$ cat config.mk
export PLATFORM = sky130hd
export DESIGN_NAME = pcic_chain
export DESIGN_NICKNAME = d
export VERILOG_FILES = /design/src/verilog/pcic_chain.v
export VERILOG_INCLUDE_DIRS = /design/src /design/src/verilog
export SDC_FILE = /design/constraint.sdc
export NUM_CORES = 2
export LEC_CHECK = 0
export ABC_AREA = 1
export BUFFER_PORTS_ARGS = -buffer_cell sky130_fd_sc_hd__clkbuf_2
export CAP_MARGIN = 40
export CORE_MARGIN = 2
export CORE_UTILIZATION = 50
export CTS_BUF_LIST = sky130_fd_sc_hd__clkbuf_8
export CTS_CLUSTER_DIAMETER = 50
export CTS_CLUSTER_SIZE = 30
export DETAILED_ROUTE_END_ITERATION = 6
export GPL_ROUTABILITY_DRIVEN = 0
export PLACE_DENSITY_LB_ADDON = 0.05
export SYNTH_ARGS = -nofsm -noshare
export SYNTH_HDL_FRONTEND = slang
export SYNTH_SLANG_ARGS = --single-unit
$ cat constraint.sdc
create_clock -name clk -period 29.7 [get_ports clk]
set_input_delay 5.94 -clock clk [delete_from_list [all_inputs] [get_ports clk]]
set_output_delay 5.94 -clock clk [all_outputs]
set_load 0.005 [all_outputs]
$ cat src/verilog/pcic_map.vh
// Constant map of the packet coding and integrity chain.
// Assumes byte addresses on an APB bus with 32-bit data words.
`ifndef PCIC_MAP_VH
`define PCIC_MAP_VH
// Register byte addresses.
`define PCIC_ADDR_MOD_LO   8'h00
`define PCIC_ADDR_MOD_HI   8'h04
`define PCIC_ADDR_CHANNEL_FILTER_CFG    8'h08
`define PCIC_ADDR_CODING   8'h0c
`define PCIC_ADDR_STATUS   8'h10
// Field positions of packet_coding_cfg.
`define PCIC_SEL_MSB       2
`define PCIC_FEC_BIT       3
`define PCIC_WHIT_BIT      4
// Reset values.
`define PCIC_RST_MANT      8'h00
`define PCIC_RST_EXP       4'h0
`define PCIC_RST_CHANNEL_FILTER_CFG     8'h00
`define PCIC_RST_CODING    5'h10
// Data-rate generator: a 28-bit fraction accumulator.
`define PCIC_RATE_FRAC     28
// Channel filter reference clock in Hz.
`define PCIC_CHF_REF_HZ    26000000
// Checksum polynomials, as printed, for selector codes 1 to 4.
`define PCIC_POLY_8        8'h07
`define PCIC_POLY_16A      16'h8005
`define PCIC_POLY_16B      16'h1021
`define PCIC_POLY_24       24'h864cfb
// Convolutional generators 13 and 17 octal, tap order {input, newest .. oldest}.
`define PCIC_GEN_A         4'hb
`define PCIC_GEN_B         4'hf
// Whitening register: nine stages, all ones at packet start, tap at stage 5.
`define PCIC_LFSR_INIT     9'h1ff
`define PCIC_LFSR_TAP      5
// Viterbi decision depth in decoded bits.
`define PCIC_VIT_DEPTH     8
`endif

$ cat src/verilog/pcic_chain.v
// Transmit and receive coding chain: checksum, whitening, convolutional code,
// 4x4 interleaver, padding and termination, plus the data-rate generator.
// Assumes a framer on one side, a modem on the other, and an APB master.
`timescale 1ns/1ns
`default_nettype none
`include "pcic_map.vh"
module pcic_chain #(
  parameter SOFT_W = 3,        // Soft sample width from the demodulator.
  parameter CLK_HZ = 25000000  // Digital clock rate.
) (
  input  wire              clk,
  input  wire              reset,
  input  wire              psel,
  input  wire              penable,
  input  wire              pwrite,
  input  wire [7:0]        paddr,
  input  wire [31:0]       pwdata,
  output reg  [31:0]       prdata,
  output wire              pready,
  output wire              pslverr,
  output reg               symbolTick,
  output wire [3:0]        chanFilterMantissa,
  output wire [3:0]        chanFilterExponent,
  output wire [8:0]        chanFilterScale,
  input  wire              txStart,
  input  wire [7:0]        txData,
  input  wire              txValid,
  input  wire              txLast,
  output wire              txReady,
  output reg               txBit,
  output reg               txBitValid,
  output wire              txBusy,
  output reg               txDone,
  input  wire              rxStart,
  input  wire [15:0]       rxLength,
  input  wire [SOFT_W-1:0] rxSoft,
  input  wire              rxSoftValid,
  output reg  [7:0]        rxData,
  output reg               rxDataValid,
  output reg               rxDone,
  output reg               rxCrcOk
);
  localparam PMW = SOFT_W + 4;                    // Path metric width.
  localparam [SOFT_W-1:0] SMAX = {SOFT_W{1'b1}};  // Most confident one.
  localparam [PMW-1:0] PM_FAR = {2'b01, {(PMW-2){1'b0}}};
  localparam [2:0] T_IDLE = 3'h0, T_DATA = 3'h1, T_CRC = 3'h2;
  localparam [2:0] T_PAD = 3'h3, T_TERM = 3'h4, T_DRAIN = 3'h5;

  // Software-visible configuration.
  reg [7:0] rateMant_reg;    // rate_mantissa.
  reg [3:0] rateExp_reg;     // rate_exponent.
  reg [7:0] chanFilter_reg;  // channel_filter_cfg: mantissa high, exponent low.
  reg [4:0] coding_reg;      // packet_coding_cfg.

  // Whitening of one byte, MSB first; returns {next state, byte}.
  function [16:0] whiten(input [7:0] d, input [8:0] s);
    integer i;
    reg [8:0] l;
    reg [7:0] o;
    begin
      l = s;
      for (i = 0; i < 8; i = i + 1) begin
        o[7-i] = d[7-i] ^ l[0];
        l = {l[0] ^ l[`PCIC_LFSR_TAP], l[8:1]};
      end
      whiten = {l, o};
    end
  endfunction

  // Checksum over one byte with a left-aligned register, no reflection.
  function [23:0] crcByte(input [23:0] c, input [7:0] d, input [23:0] p);
    integer i;
    reg [23:0] r;
    reg fb;
    begin
      r = c;
      for (i = 0; i < 8; i = i + 1) begin
        fb = r[23] ^ d[7-i];
        r = {r[22:0], 1'b0};
        if (fb) r = r ^ p;
      end
      crcByte = r;
    end
  endfunction

  // Encodes a byte and interleaves the 16 coded bits; returns {state, bits}.
  function [18:0] encode(input [7:0] b, input [2:0] s);
    integer i;
    integer k;
    reg [2:0] t;
    reg [15:0] c;
    reg [15:0] o;
    begin
      t = s;
      for (i = 0; i < 8; i = i + 1) begin
        c[2*i] = ^({b[7-i], t} & `PCIC_GEN_A);
        c[2*i+1] = ^({b[7-i], t} & `PCIC_GEN_B);
        t = {b[7-i], t[2:1]};
      end
      // Cell index is row*4+col; rows were filled, columns are read out.
      for (k = 0; k < 16; k = k + 1) o[15-k] = c[(k % 4) * 4 + k / 4];
      encode = {t, o};
    end
  endfunction

  // Branch metric of a soft pair against the bits a transition would send.
  function [PMW-1:0] branch(input [2:0] p, input u, input [SOFT_W-1:0] a,
                            input [SOFT_W-1:0] b);
    reg [SOFT_W-1:0] da;
    reg [SOFT_W-1:0] db;
    begin
      da = (^({u, p} & `PCIC_GEN_A)) ? SMAX - a : a;
      db = (^({u, p} & `PCIC_GEN_B)) ? SMAX - b : b;
      branch = {{(PMW-SOFT_W){1'b0}}, da} + {{(PMW-SOFT_W){1'b0}}, db};
    end
  endfunction

  // Polynomial, preset and length for a selector value.
  function [49:0] crcCfg(input [2:0] sel);
    begin
      case (sel)
        3'h1: crcCfg = {{`PCIC_POLY_8, 16'h0000}, 24'hff0000, 2'h1};
        3'h2: crcCfg = {{`PCIC_POLY_16A, 8'h00}, 24'hffff00, 2'h2};
        3'h3: crcCfg = {{`PCIC_POLY_16B, 8'h00}, 24'hffff00, 2'h2};
        3'h4: crcCfg = {`PCIC_POLY_24, 24'hffffff, 2'h3};
        default: crcCfg = 50'h0;
      endcase
    end
  endfunction

  // APB slave: zero-wait, read data captured in the setup cycle.
  wire apbWrite = psel & penable & pwrite;
  reg  mapped;
  reg [31:0] readMux;
  wire txActive;
  wire rxActive;
  reg  rxOk_reg;
  assign pready = 1'b1;
  assign pslverr = psel & penable & ~mapped;

  // Address decode and read multiplexer; unmapped reads return zero.
  always @* begin
    mapped = 1'b1;
    readMux = 32'h0;
    case (paddr)
      `PCIC_ADDR_MOD_LO: readMux = {24'h0, rateMant_reg};
      `PCIC_ADDR_MOD_HI: readMux = {28'h0, rateExp_reg};
      `PCIC_ADDR_CHANNEL_FILTER_CFG:  readMux = {24'h0, chanFilter_reg};
      `PCIC_ADDR_CODING: readMux = {27'h0, coding_reg};
      `PCIC_ADDR_STATUS: readMux = {29'h0, rxOk_reg, rxActive, txActive};
      default:           mapped = 1'b0;
    endcase
  end

  // Register writes; only mapped addresses take effect.
  always @(posedge clk) begin
    if (reset) begin
      rateMant_reg <= `PCIC_RST_MANT;
      rateExp_reg <= `PCIC_RST_EXP;
      chanFilter_reg <= `PCIC_RST_CHANNEL_FILTER_CFG;
      coding_reg <= `PCIC_RST_CODING;
      prdata <= 32'h0;
    end else begin
      if (psel & ~penable) prdata <= readMux;
      if (apbWrite) begin
        case (paddr)
          `PCIC_ADDR_MOD_LO: rateMant_reg <= pwdata[7:0];
          `PCIC_ADDR_MOD_HI: rateExp_reg <= pwdata[3:0];
          `PCIC_ADDR_CHANNEL_FILTER_CFG:  chanFilter_reg <= pwdata[7:0];
          `PCIC_ADDR_CODING: coding_reg <= pwdata[4:0];
          default: ;
        endcase
      end
    end
  end

  // Filter fields go to the analog-side filter; the scale factor, in 1/256
  // units, tells it how far the tabled bandwidths move with this clock.
  assign chanFilterMantissa = chanFilter_reg[7:4];
  assign chanFilterExponent = chanFilter_reg[3:0];
  // Worked out in 64 bits: the product overflows a 32-bit integer at usual clock rates.
  localparam [63:0] CHF_SCALE = (64'd256 * CLK_HZ) / `PCIC_CHF_REF_HZ;
  assign chanFilterScale = CHF_SCALE[8:0];

  // Rate generator: the carry out of a 28-bit accumulator is the tick.
  // The step never exceeds 2^24, so ticks stay at least 16 clocks apart.
  reg  [`PCIC_RATE_FRAC-1:0] rateAcc_reg;
  wire [23:0] rateStep = {15'h0000, 1'b1, rateMant_reg} << rateExp_reg;
  wire [`PCIC_RATE_FRAC:0] rateSum = {1'b0, rateAcc_reg} + {5'h00, rateStep};
  always @(posedge clk) begin
    if (reset) begin
      rateAcc_reg <= 28'h0;
      symbolTick <= 1'b0;
    end else begin
      rateAcc_reg <= rateSum[`PCIC_RATE_FRAC-1:0];
      symbolTick <= rateSum[`PCIC_RATE_FRAC];
    end
  end

  // Transmit side; configuration is frozen at packet start.
  reg [2:0]  tState_reg;
  reg        tFec_reg;
  reg        tWhit_reg;
  reg [49:0] tCfg_reg;      // Checksum polynomial, preset, length.
  reg [8:0]  tLfsr_reg;
  reg [23:0] tCrc_reg;
  reg [2:0]  tEnc_reg;      // Encoder memory.
  reg        tOdd_reg;      // Parity of bytes sent so far.
  reg [1:0]  tCrcIdx_reg;
  reg [15:0] outSh_reg;
  reg [4:0]  outCnt_reg;    // Bits still to go out.
  reg        ldEn;
  reg [7:0]  ldRaw;
  reg        ldWhite;
  reg [2:0]  tPost;         // State after the last checksum or data byte.
  wire       canLoad = (outCnt_reg == 5'h00);
  wire [49:0] txSelCfg = crcCfg(coding_reg[`PCIC_SEL_MSB:0]);  // Checksum set-up to latch.
  wire [16:0] txWh = whiten(ldRaw, tLfsr_reg);
  wire [7:0] txByte = ldWhite ? txWh[7:0] : ldRaw;
  wire [18:0] txEnc = encode(txByte, tEnc_reg);
  assign txReady = (tState_reg == T_DATA) & canLoad;
  assign txActive = (tState_reg != T_IDLE);
  assign txBusy = txActive;

  // Picks the byte to load: framer data, checksum, filler or terminator.
  always @* begin
    ldEn = 1'b0;
    ldRaw = 8'h00;
    ldWhite = tWhit_reg;
    tPost = tFec_reg ? (tOdd_reg ? T_TERM : T_PAD) : T_DRAIN;
    case (tState_reg)
      T_DATA: begin
        ldEn = txValid & canLoad;
        ldRaw = txData;
      end
      T_CRC: begin
        ldEn = canLoad;
        ldRaw = tCrc_reg[(5'd23 - {tCrcIdx_reg, 3'b000}) -: 8];
      end
      T_PAD: ldEn = canLoad;
      T_TERM: begin
        ldEn = canLoad;
        ldWhite = 1'b0;  // Zero input flushes the encoder memory.
      end
      default: ;
    endcase
  end

  // Transmit sequencer and output shifter. Loads only happen when the
  // shifter is empty, so a load never collides with a symbol tick.
  always @(posedge clk) begin
    if (reset) begin
      tState_reg <= T_IDLE;
      tFec_reg <= 1'b0;
      tWhit_reg <= 1'b0;
      tCfg_reg <= 50'h0;
      tLfsr_reg <= `PCIC_LFSR_INIT;
      tCrc_reg <= 24'h0;
      tEnc_reg <= 3'h0;
      tOdd_reg <= 1'b0;
      tCrcIdx_reg <= 2'h0;
      outSh_reg <= 16'h0;
      outCnt_reg <= 5'h00;
      txBit <= 1'b0;
      txBitValid <= 1'b0;
      txDone <= 1'b0;
    end else begin
      txBitValid <= 1'b0;
      txDone <= 1'b0;
      if (tState_reg == T_IDLE) begin
        if (txStart) begin
          tState_reg <= T_DATA;
          tFec_reg <= coding_reg[`PCIC_FEC_BIT];
          tWhit_reg <= coding_reg[`PCIC_WHIT_BIT];
          tCfg_reg <= txSelCfg;
          tCrc_reg <= txSelCfg[25:2];
          tLfsr_reg <= `PCIC_LFSR_INIT;
          tEnc_reg <= 3'h0;
          tOdd_reg <= 1'b0;
          tCrcIdx_reg <= 2'h0;
        end
      end else if (ldEn) begin
        if (ldWhite) tLfsr_reg <= txWh[16:8];
        tOdd_reg <= ~tOdd_reg;
        if (tFec_reg) begin
          outSh_reg <= txEnc[15:0];
          outCnt_reg <= 5'h10;
          tEnc_reg <= txEnc[18:16];
        end else begin
          outSh_reg <= {txByte, 8'h00};
          outCnt_reg <= 5'h08;
        end
        case (tState_reg)
          T_DATA: begin
            tCrc_reg <= crcByte(tCrc_reg, txData, tCfg_reg[49:26]);
            if (txLast) tState_reg <= (tCfg_reg[1:0] != 2'h0) ? T_CRC : tPost;
          end
          T_CRC: begin
            tCrcIdx_reg <= tCrcIdx_reg + 2'h1;
            if (tCrcIdx_reg + 2'h1 == tCfg_reg[1:0]) tState_reg <= tPost;
          end
          T_PAD: tState_reg <= T_TERM;
          default: tState_reg <= T_DRAIN;
        endcase
      end else if (tState_reg == T_DRAIN && canLoad) begin
        tState_reg <= T_IDLE;
        txDone <= 1'b1;
      end
      // One on-air bit per tick, coded or not, at the configured rate.
      if (symbolTick && !canLoad) begin
        txBit <= outSh_reg[15];
        txBitValid <= 1'b1;
        outSh_reg <= {outSh_reg[14:0], 1'b0};
        outCnt_reg <= outCnt_reg - 5'h01;
      end
    end
  end

  // Receive side.
  reg                rxAct_reg;
  reg                rxFec_reg;
  reg                rxWhit_reg;
  reg [49:0]         rCfg_reg;
  reg [8:0]          rxLfsr_reg;
  reg [23:0]         rxCrc_reg;
  reg                rxErr_reg;
  reg [16:0]         rxIdx_reg;     // Decoded bytes so far.
  reg [16:0]         rxTotal_reg;   // Bytes to decode, checksum and filler included.
  reg [15:0]         rxNum_reg;     // Framer bytes.
  reg [3:0]          rxK_reg;       // Samples in the de-interleave matrix.
  reg [16*SOFT_W-1:0] mat_reg;
  reg [16*SOFT_W-1:0] work_reg;
  reg [3:0]          vStep_reg;     // Pairs left to decode from work.
  reg [3:0]          vFill_reg;     // Steps decoded, saturating.
  reg [8*PMW-1:0]    pm_reg;
  reg [63:0]         surv_reg;
  reg [7:0]          rxSh_reg;
  reg [2:0]          rxBits_reg;
  assign rxActive = rxAct_reg;

  // Soft pair for this step, read along rows of the matrix.
  wire [2:0] vPair = 3'h7 - vStep_reg[2:0] + 3'h1;
  wire [SOFT_W-1:0] va = work_reg[{vPair, 1'b0} * SOFT_W +: SOFT_W];
  wire [SOFT_W-1:0] vb = work_reg[{vPair, 1'b1} * SOFT_W +: SOFT_W];

  // Add-compare-select with register exchange, then normalisation.
  reg [8*PMW-1:0] pm_next;
  reg [63:0]      surv_next;
  reg [PMW-1:0]   c0;
  reg [PMW-1:0]   c1;
  reg [PMW-1:0]   pmMin;
  reg [2:0]       best;
  integer n;
  always @* begin
    pm_next = pm_reg;
    surv_next = surv_reg;
    pmMin = {PMW{1'b1}};
    best = 3'h0;
    c0 = {PMW{1'b0}};
    c1 = {PMW{1'b0}};
    for (n = 0; n < 8; n = n + 1) begin
      c0 = pm_reg[{n[1:0], 1'b0} * PMW +: PMW] +
           branch({n[1:0], 1'b0}, n[2], va, vb);
      c1 = pm_reg[{n[1:0], 1'b1} * PMW +: PMW] +
           branch({n[1:0], 1'b1}, n[2], va, vb);
      pm_next[n*PMW +: PMW] = (c1 < c0) ? c1 : c0;
      surv_next[n*8 +: 8] = (c1 < c0) ? {surv_reg[{n[1:0], 1'b1}*8 +: 7], n[2]}
                                      : {surv_reg[{n[1:0], 1'b0}*8 +: 7], n[2]};
      if (pm_next[n*PMW +: PMW] < pmMin) begin
        pmMin = pm_next[n*PMW +: PMW];
        best = n[2:0];
      end
    end
    // Keeping the minimum at zero stops the metrics from wrapping.
    for (n = 0; n < 8; n = n + 1) pm_next[n*PMW +: PMW] = pm_next[n*PMW +: PMW] - pmMin;
  end

  // Decoded bit stream: Viterbi output under coding, hard decision otherwise.
  wire decValid = rxAct_reg & (rxFec_reg ? (vStep_reg != 4'h0 &&
                  vFill_reg >= `PCIC_VIT_DEPTH - 1) : rxSoftValid);
  wire decBit = rxFec_reg ? surv_next[best*8 + `PCIC_VIT_DEPTH - 1] : rxSoft[SOFT_W-1];
  wire [7:0] rxRaw = {rxSh_reg[6:0], decBit};
  wire [16:0] rxWh = whiten(rxRaw, rxLfsr_reg);
  wire [7:0] rxClear = rxWhit_reg ? rxWh[7:0] : rxRaw;
  wire [16:0] rxCrcEnd = {1'b0, rxNum_reg} + {15'h0, rCfg_reg[1:0]};
  wire [1:0] rxCrcIdx = rxIdx_reg[1:0] - rxNum_reg[1:0];
  wire rxMiss = (rxClear != rxCrc_reg[(5'd23 - {rxCrcIdx, 3'b000}) -: 8]);
  wire [49:0] rxSelCfg = crcCfg(coding_reg[`PCIC_SEL_MSB:0]);
  wire [16:0] rxLenCrc = {1'b0, rxLength} + {15'h0, rxSelCfg[1:0]};

  // Receive sequencer: matrix fill, decode, byte assembly and check.
  always @(posedge clk) begin
    if (reset) begin
      rxAct_reg <= 1'b0;
      rxFec_reg <= 1'b0;
      rxWhit_reg <= 1'b0;
      rCfg_reg <= 50'h0;
      rxLfsr_reg <= `PCIC_LFSR_INIT;
      rxCrc_reg <= 24'h0;
      rxErr_reg <= 1'b0;
      rxIdx_reg <= 17'h0;
      rxTotal_reg <= 17'h0;
      rxNum_reg <= 16'h0;
      rxK_reg <= 4'h0;
      mat_reg <= {16*SOFT_W{1'b0}};
      work_reg <= {16*SOFT_W{1'b0}};
      vStep_reg <= 4'h0;
      vFill_reg <= 4'h0;
      pm_reg <= {8*PMW{1'b0}};
      surv_reg <= 64'h0;
      rxSh_reg <= 8'h00;
      rxBits_reg <= 3'h0;
      rxOk_reg <= 1'b0;
      rxData <= 8'h00;
      rxDataValid <= 1'b0;
      rxDone <= 1'b0;
      rxCrcOk <= 1'b0;
    end else begin
      rxDataValid <= 1'b0;
      rxDone <= 1'b0;
      if (rxStart) begin
        rxAct_reg <= 1'b1;
        rxFec_reg <= coding_reg[`PCIC_FEC_BIT];
        rxWhit_reg <= coding_reg[`PCIC_WHIT_BIT];
        rCfg_reg <= rxSelCfg;
        rxCrc_reg <= rxSelCfg[25:2];
        rxLfsr_reg <= `PCIC_LFSR_INIT;
        rxErr_reg <= 1'b0;
        rxIdx_reg <= 17'h0;
        rxNum_reg <= rxLength;
        // Filler byte only exists under coding with an odd count.
        rxTotal_reg <= rxLenCrc + {16'h0, coding_reg[`PCIC_FEC_BIT] & rxLenCrc[0]};
        rxK_reg <= 4'h0;
        vStep_reg <= 4'h0;
        vFill_reg <= 4'h0;
        pm_reg <= {{7{PM_FAR}}, {PMW{1'b0}}};  // Encoder starts in state zero.
        rxBits_reg <= 3'h0;
      end else if (rxAct_reg) begin
        // Samples land column by column: sample k goes to row k%4, col k/4.
        if (rxFec_reg && rxSoftValid) begin
          mat_reg[{rxK_reg[1:0], rxK_reg[3:2]} * SOFT_W +: SOFT_W] <= rxSoft;
          rxK_reg <= rxK_reg + 4'h1;
          if (rxK_reg == 4'hf) begin
            // The last sample is merged here so the copy is complete.
            work_reg <= mat_reg;
            work_reg[15*SOFT_W +: SOFT_W] <= rxSoft;
            vStep_reg <= 4'h8;
          end
        end
        if (vStep_reg != 4'h0) begin
          pm_reg <= pm_next;
          surv_reg <= surv_next;
          vStep_reg <= vStep_reg - 4'h1;
          if (vFill_reg != 4'h8) vFill_reg <= vFill_reg + 4'h1;
        end
        if (decValid) begin
          rxSh_reg <= rxRaw;
          rxBits_reg <= rxBits_reg + 3'h1;
          if (rxBits_reg == 3'h7) begin
            if (rxWhit_reg) rxLfsr_reg <= rxWh[16:8];
            rxIdx_reg <= rxIdx_reg + 17'h1;
            if (rxIdx_reg < {1'b0, rxNum_reg}) begin
              rxData <= rxClear;
              rxDataValid <= 1'b1;
              rxCrc_reg <= crcByte(rxCrc_reg, rxClear, rCfg_reg[49:26]);
            end else if (rxIdx_reg < rxCrcEnd && rxMiss) begin
              rxErr_reg <= 1'b1;
            end
            // Filler byte falls through here and is dropped.
            if (rxIdx_reg + 17'h1 == rxTotal_reg) begin
              rxAct_reg <= 1'b0;
              rxDone <= 1'b1;
              rxCrcOk <= ~rxErr_reg & ~(rxIdx_reg < rxCrcEnd &&
                         rxIdx_reg >= {1'b0, rxNum_reg} && rxMiss);
              rxOk_reg <= ~rxErr_reg & ~(rxIdx_reg < rxCrcEnd &&
                          rxIdx_reg >= {1'b0, rxNum_reg} && rxMiss);
            end
          end
        end
      end
    end
  end
endmodule
`default_nettype wire

=== Word level (Yosys, flattened, before mapping) ===
Index checks and enable logic that the tools add are counted.

* Register bits after elaboration: 589
* Bits in latches: 0
* Memory bits (writable): 0
* Memory bits (read-only): 0
* Input port bits: 77
* Output and inout bits: 68
* Word-level logic and storage cells: 499
* Memories kept: 0

* $add $sub $neg: 49
* Multipliers: 3
* Divide/modulo/power cells: 0
* Order comparisons: 21
* Equal/unequal tests: 23
* Shift operators: 7
* Multiplexer cells: 187
* Bitwise gates (word level): 84
* Reductions and logical operators: 79

{| class="wikitable"
|+ Operators with widths
! operator !! count
|-
| $mux 24 || 95
|-
| $xor 24x24->24 || 16
|-
| $pmux 50 s4 || 1
|-
| $mux 55 || 3
|-
| $mux 7 || 16
|-
| $lt 7x7->1 || 15
|-
| $shiftx 48x7->3 || 2
|-
| $mux 8 || 10
|-
| $add 7x7->7 || 11
|-
| $mux 16 || 4
|-
| $reduce_xor 4->1 || 16
|-
| $shiftx 31x6->8 || 2
|-
| $mux 3 || 19
|-
| $sub 7x7->7 || 8
|-
| $bwmux 48 || 1
|-
| $shift 3x34->48 const A || 1
|-
| $shiftx 3x34->48 || 1
|-
| $xor 1x1->1 || 48
|-
| $pmux 8 s5 || 1
|-
| $mux 9 || 4
|-
| $add 7x4->7 || 5
|-
| $add 16x2->17 || 2
|-
| $neg 6->34 || 1
|-
| $lt 32x7->1 const B || 1
|-
| 61 further kinds || 170
|}

=== Logic depth before layout (Yosys ltp) ===
* Depth in word-level cells: 95
* Gate-level depth with buffers: 110
* Depth with buffers taken out: 100

=== Least setup slack after synthesis ===
No wires, ideal clock.

* Path kind: reg2reg
* Start: register vStep_reg[0]
* End: register pm_reg[13]
* Setup time: 0.116 ns
* Arrival time: 14.856 ns
* Data required time: 29.584 ns
* Slack: 14.728 ns
* Cell stages (with the launch flop): 97
* Buffers on the path: 11
* Clock period less this slack: 14.972 ns
* Cell sequence: dfxtp_1 clkbuf_1 inv_1 buf_1 ha_1 inv_1 clkbuf_1 o21ai_0 o22ai_1 inv_1 o21ai_0 inv_1 fa_1 xnor2_1 ha_1 a21oi_1 nand2_1 a21oi_1 [... 61 more ...] inv_1 nand2_1 inv_1 a21boi_1 nand2_2 buf_6 buf_4 o21ai_0 ha_1 a21oi_1 o21ai_0 a21o_1 a21oi_1 xnor2_1 xor2_1 nand2_1 o211ai_1 inv_1

* Word-level cells in the longest chain between the ends: 26
* Elaborated cells between the ends (all ways): 63
* Classes of those cells: add/sub: 25; mul: 2; order compare: 16; shift: 2; mux: 16; reduce/logical: 2

{| class="wikitable"
|+ RTL lines
! what !! RTL line !! RTL
|-
| from (decl) || pcic_chain.v:333 || <nowiki>reg [3:0] vStep_reg;</nowiki>
|-
| from (signal assigned) || pcic_chain.v:453 || <nowiki>vStep_reg <= vStep_reg - 4'h1;</nowiki>
|-
| $sub 3x3->3 || pcic_chain.v:342 || <nowiki>wire [2:0] vPair = 3'h7 - vStep_reg[2:0] + 3'h1;</nowiki>
|-
| $add 3x1->3 || pcic_chain.v:342 ||
|-
| $mul 4x2->6 / $mul 3x2->5 (equally long branches) || pcic_chain.v:344, pcic_chain.v:343 ||
|-
| $shiftx 48x7->3 (on tied branches) || pcic_chain.v:344, pcic_chain.v:343 ||
|-
| $sub 3x3->3 (on tied branches) || -- ||
|-
| $add 3x3->4 || pcic_chain.v:114 || <nowiki>branch = {{(PMW-SOFT_W){1'b0}}, da} + {{(PMW-SOFT_W){1'b0}}, db};</nowiki>
|-
| $add 7x7->7 || pcic_chain.v:364 || <nowiki>c1 = pm_reg[{n[1:0], 1'b1} * PMW +: PMW] +</nowiki>
|-
| $lt 7x7->1 || pcic_chain.v:366 || <nowiki>pm_next[n*PMW +: PMW] = (c1 < c0) ? c1 : c0;</nowiki>
|-
| [... 10 more ...] || -- ||
|-
| $mux 7 || pcic_chain.v:369 || <nowiki>if (pm_next[n*PMW +: PMW] < pmMin) begin</nowiki>
|-
| $lt 7x7->1 || pcic_chain.v:369 ||
|-
| $mux 7 || pcic_chain.v:369 ||
|-
| $lt 7x7->1 || pcic_chain.v:369 ||
|-
| $mux 7 || pcic_chain.v:369 ||
|-
| $lt 7x7->1 || pcic_chain.v:369 ||
|-
| $mux 7 || pcic_chain.v:369 ||
|-
| $sub 7x7->7 || pcic_chain.v:375 || <nowiki>for (n = 0; n < 8; n = n + 1) pm_next[n*PMW +: PMW] = pm_next[n*PMW +: PMW] - pmMin;</nowiki>
|-
| to (signal assigned) || pcic_chain.v:409 || <nowiki>pm_reg <= {8*PMW{1'b0}};</nowiki>
|-
| to (signal assigned) || pcic_chain.v:436 || <nowiki>pm_reg <= {{7{PM_FAR}}, {PMW{1'b0}}};</nowiki>
|-
| to (signal assigned) || pcic_chain.v:451 || <nowiki>pm_reg <= pm_next;</nowiki>
|-
| to (decl) || pcic_chain.v:335 || <nowiki>reg [8*PMW-1:0] pm_reg;</nowiki>
|}

Several ways; a longest one is shown, not always the timed one.
A chain may end at the register's enable or synchronous reset.

=== Worst setup path in the final report ===
* Start: register vStep_reg[0]
* End: register pm_reg[33]

* Word-level cells in the longest chain between the ends: 29
* Elaborated cells between the ends (all ways): 67
* Classes of those cells: add/sub: 25; mul: 2; order compare: 16; shift: 2; mux: 19; reduce/logical: 3

{| class="wikitable"
|+ RTL lines
! what !! RTL line !! RTL
|-
| $sub 3x3->3 || pcic_chain.v:342 ||
|-
| $add 3x1->3 || pcic_chain.v:342 ||
|-
| $mul 4x2->6 / $mul 3x2->5 (equally long branches) || pcic_chain.v:344, pcic_chain.v:343 ||
|-
| $shiftx 48x7->3 (on tied branches) || pcic_chain.v:344, pcic_chain.v:343 ||
|-
| $sub 3x3->3 (on tied branches) || -- ||
|-
| $add 3x3->4 || pcic_chain.v:114 ||
|-
| $add 7x7->7 || pcic_chain.v:364 ||
|-
| $lt 7x7->1 || pcic_chain.v:366 ||
|-
| [... 13 more ...] || -- ||
|-
| $lt 7x7->1 || pcic_chain.v:369 ||
|-
| $mux 7 || pcic_chain.v:369 ||
|-
| $lt 7x7->1 || pcic_chain.v:369 ||
|-
| $mux 7 || pcic_chain.v:369 ||
|-
| $sub 7x7->7 || pcic_chain.v:375 ||
|-
| $mux 55 || pcic_chain.v:450 || <nowiki>if (vStep_reg != 4'h0) begin</nowiki>
|-
| $mux 55 || pcic_chain.v:438 || <nowiki>end else if (rxAct_reg) begin</nowiki>
|-
| $mux 55 || pcic_chain.v:421 || <nowiki>if (rxStart) begin</nowiki>
|}

Several ways; a longest one is shown, not always the timed one. The select of a mux whose other input is x is not followed.

==> impl_results.md <==
- Area of placed instances: ~35000 sq um
- Final Critical Period: 18750 ps
- CTS H-Tree Depth: 3
- Total Routing Usage GR: 0.2746
- Hold_buf cts: 0
- Drt total wl: between 90 and 100 mm
- CTS tree: built
- Worst r2r src: vStep_reg[0]$_SDFFE_PP0P_
- CTS buffer count: 66
- Final ANT Viol Nets: 0
- Clock transition at path regs: 100 ps
- Largest buffer count on any clock path: 3
- Final non-filler cell total: 5832
- Top cell type's share of synthesized area: 0.2691
- Largest net degree at the start of global routing: roughly 190
- Number of max-cap violations: 0
- Endpoints failing setup: 0
- Worst-skew pair later-pin latency: 680 ps
- Fraction of registers with async set/reset: 0
- CP required: 30280 ps
- Initial antenna violation count: 1
- Die area: 69190 sq um
- Synth-to-Final Area Change: 7.761%
- CTS Sinks: 451
- Hold slack final: roughly 460 ps
- Total power: about 2.8 mW
- Worst Max-Slew Pin Slew: 913.6 ps
- Routed length per placed instance: 16.69 um
- DR iter-0 viols: 2238
- Reg2Reg Setup Slack: approximately 11000 ps
- Post-cts sizing count: 0
- R2R depth: 89
- Worst Setup Slack, final: about 11000 ps
- Setup WS pre-CTS: ~11000 ps
- Boundary Pins: ~150
- Global route total overflow: 0
- Tcrit/Tclk final: 0.6314
- Critical Path End: pm_reg[33]$_SDFFE_PP0P_
- 1st-pass router iterations: 6
- Avg Cell Area, Syn: roughly 6.9 sq um
- Worst Setup End Kind: register
- Starting Density: 0.5076
- Power per cell area: approximately 77 nW/um^2
- Final number of max-transition violations: 0
- Row cnt: 94
- DR DRC count: 0
- Critical path origin: vStep_reg[0]$_SDFFE_PP0P_
- Slew margin rel.: 0.3845
- Post CTS Setup Buffer Count: 0
- Nets: 5292
- Worst R2R End: pm_reg[33]$_SDFFE_PP0P_
- Vias in the first global route: 28820
- Via count: 31270
- Final design utilization: 0.5470
- Worst vdd ir: 0.06346 mV
- Seq/Total Area, Yosys: 0.2691
- Mapped cell area: 33550 sq um
- Setup crit start kind: register
- Max FO, Critical Path: 28
- Max reg flops: 56
- Setup TNS: 0 ps
- CP most frequent cell: inv_1
- Final Cell Area: 36150 sq um
- Post-Syn Instances: just under 5000
- Number of synthesized flops with an enable pin: 0
- #FFs+latches synth: 451
- Core Region: 66100 sq um
- Die Y: 263.0 um
- Share of cells above drive strength 1: 0.07009
- Synth top area cells: dfxtp_1, ha_1, nand2_1
- Synth cell types: between 60 and 70
- Die width: 263.0 um
- Hold Violations, Final: 0
- Commonest non-fill, non-tap cell in the layout: nand2_1
- Worst EP arrival: about 19000 ps
- Placed Cells: 5715
- Worst Clk Skew: 61.98 ps
- Post-DP HPWL: 72.32 mm
- Critical-path top delay cell: o21bai_1
- First-pass GRT wire length: between 150 and 200 mm
- Crit path largest cell delay: 730 ps
- Max Clk Rate: 0.05332 GHz
- Crit Path Class: register to register
- Status: completed
- Synth area leader: dfxtp_1
- Pleak: 16.65 nW
- Clock root cell: clkbuf_8
- Most frequent cells in the layout: nand2_1, inv_1, o21ai_0
- Via density: 5.362
- Ys Warns: 0
- RSZ-0062 raised after global routing: false
- Min-Delay Path Class: register to register
- Synth Flop Type: dfxtp_1
- # port buffers: 86
Yosys cell counts, types with 5 or more instances:
cell type	n
nand2_1	820
inv_1	609
o21ai_0	572
nor2_1	457
dfxtp_1	451
a21oi_1	419
xor2_1	288
ha_1	265
nand3_1	235
clkbuf_1	125
xnor2_1	94
nor3_1	61
buf_4	43
o22ai_1	42
fa_1	31
o211ai_1	31
o21a_1	28
a31oi_1	25
nand3_2	22
a221oi_1	21
nand4_1	21
or2_2	19
nand2_2	18
nor4_1	14
nand3b_1	13
a21o_1	12
a211oi_1	10
buf_1	10
nor2_2	10
o21ai_1	10
o21bai_1	10
o221ai_1	10
clkinv_1	9
buf_6	8
inv_2	7
o31ai_1	7
o32ai_1	5
area by class of cell:
class	count	area (sq um)
Timing Repair Buffer	138	812.0
Antenna cell	3	7.507
Multi-Input combinational cell	3637	21360
Clock buffer	72	991.0
Inverter	625	2351
Tap cell	864	1081
Sequential cell	451	9029
Clock inverter	42	518.0
Fill cell	6667	29950
how the worst min path moves through the flow:
stage | from | endpoint | slack [ps] | cells past startpoint
3_5_place_dp | outCnt_reg[0]$_SDFFE_PP0P_ | outCnt_reg[0]$_SDFFE_PP0P_ | 450 | 1
3_3_place_gp | surv_reg[56]$_SDFFE_PP0P_ | surv_reg[57]$_SDFFE_PP0P_ | 440 | 2
2_1_floorplan | outSh_reg[15]$_SDFFE_PP0P_ | txBit$_SDFFE_PP0P_ | 420 | 2
6_report | rxErr_reg$_SDFFE_PP0P_ | rxErr_reg$_SDFFE_PP0P_ | 460 | 2
5_1_grt | surv_reg[54]$_SDFFE_PP0P_ | surv_reg[54]$_SDFFE_PP0P_ | 480 | 2
4_1_cts | rxErr_reg$_SDFFE_PP0P_ | rxErr_reg$_SDFFE_PP0P_ | 460 | 2
critical path, delay by kind of cell (launching register included):
| family | cells | cell delay (ps) |
|---|---|---|
| AO/OA/AOI/OAI | 24 | 6320 |
| AND/OR/NAND/NOR | 32 | 4340 |
| adder cells (fa/ha/maj) | 12 | 4080 |
| buffers and inverters | 19 | 3200 |
| XOR/XNOR | 2 | 340 |
| flip-flops | 1 | 310 |
report_power, final:
group	internal (mW)	switching (mW)	total (mW)
clock network	0.287	0.300	0.587
logic	0.542	0.980	1.52
registers	0.639	0.0294	0.669
total	1.47	1.31	2.78
layer usage:
metal	up-vias	GRT usage	routed length, um
li1	16130	-	-
met1	14280	0.3759	46260
met2	698	0.4495	43870
met3	158	0.03227	4480
met4	0	0.08958	2728
met5	-	0	0
logic make-up (layout without fill, tap and decap cells):
kind of cell,count (synthesis),in the layout,synth area share
AO/OA/AOI/OAI,1219,1219,0.1981
XOR/XNOR,382,382,0.09972
adder cells (fa/ha/maj),296,296,0.1173
buffers and inverters,814,877,0.09819
flip-flops,451,451,0.2691
other,2,37,0.0002238
AND/OR/NAND/NOR,1706,1706,0.2173
Note: power is estimated with default switching activity, not from simulation.
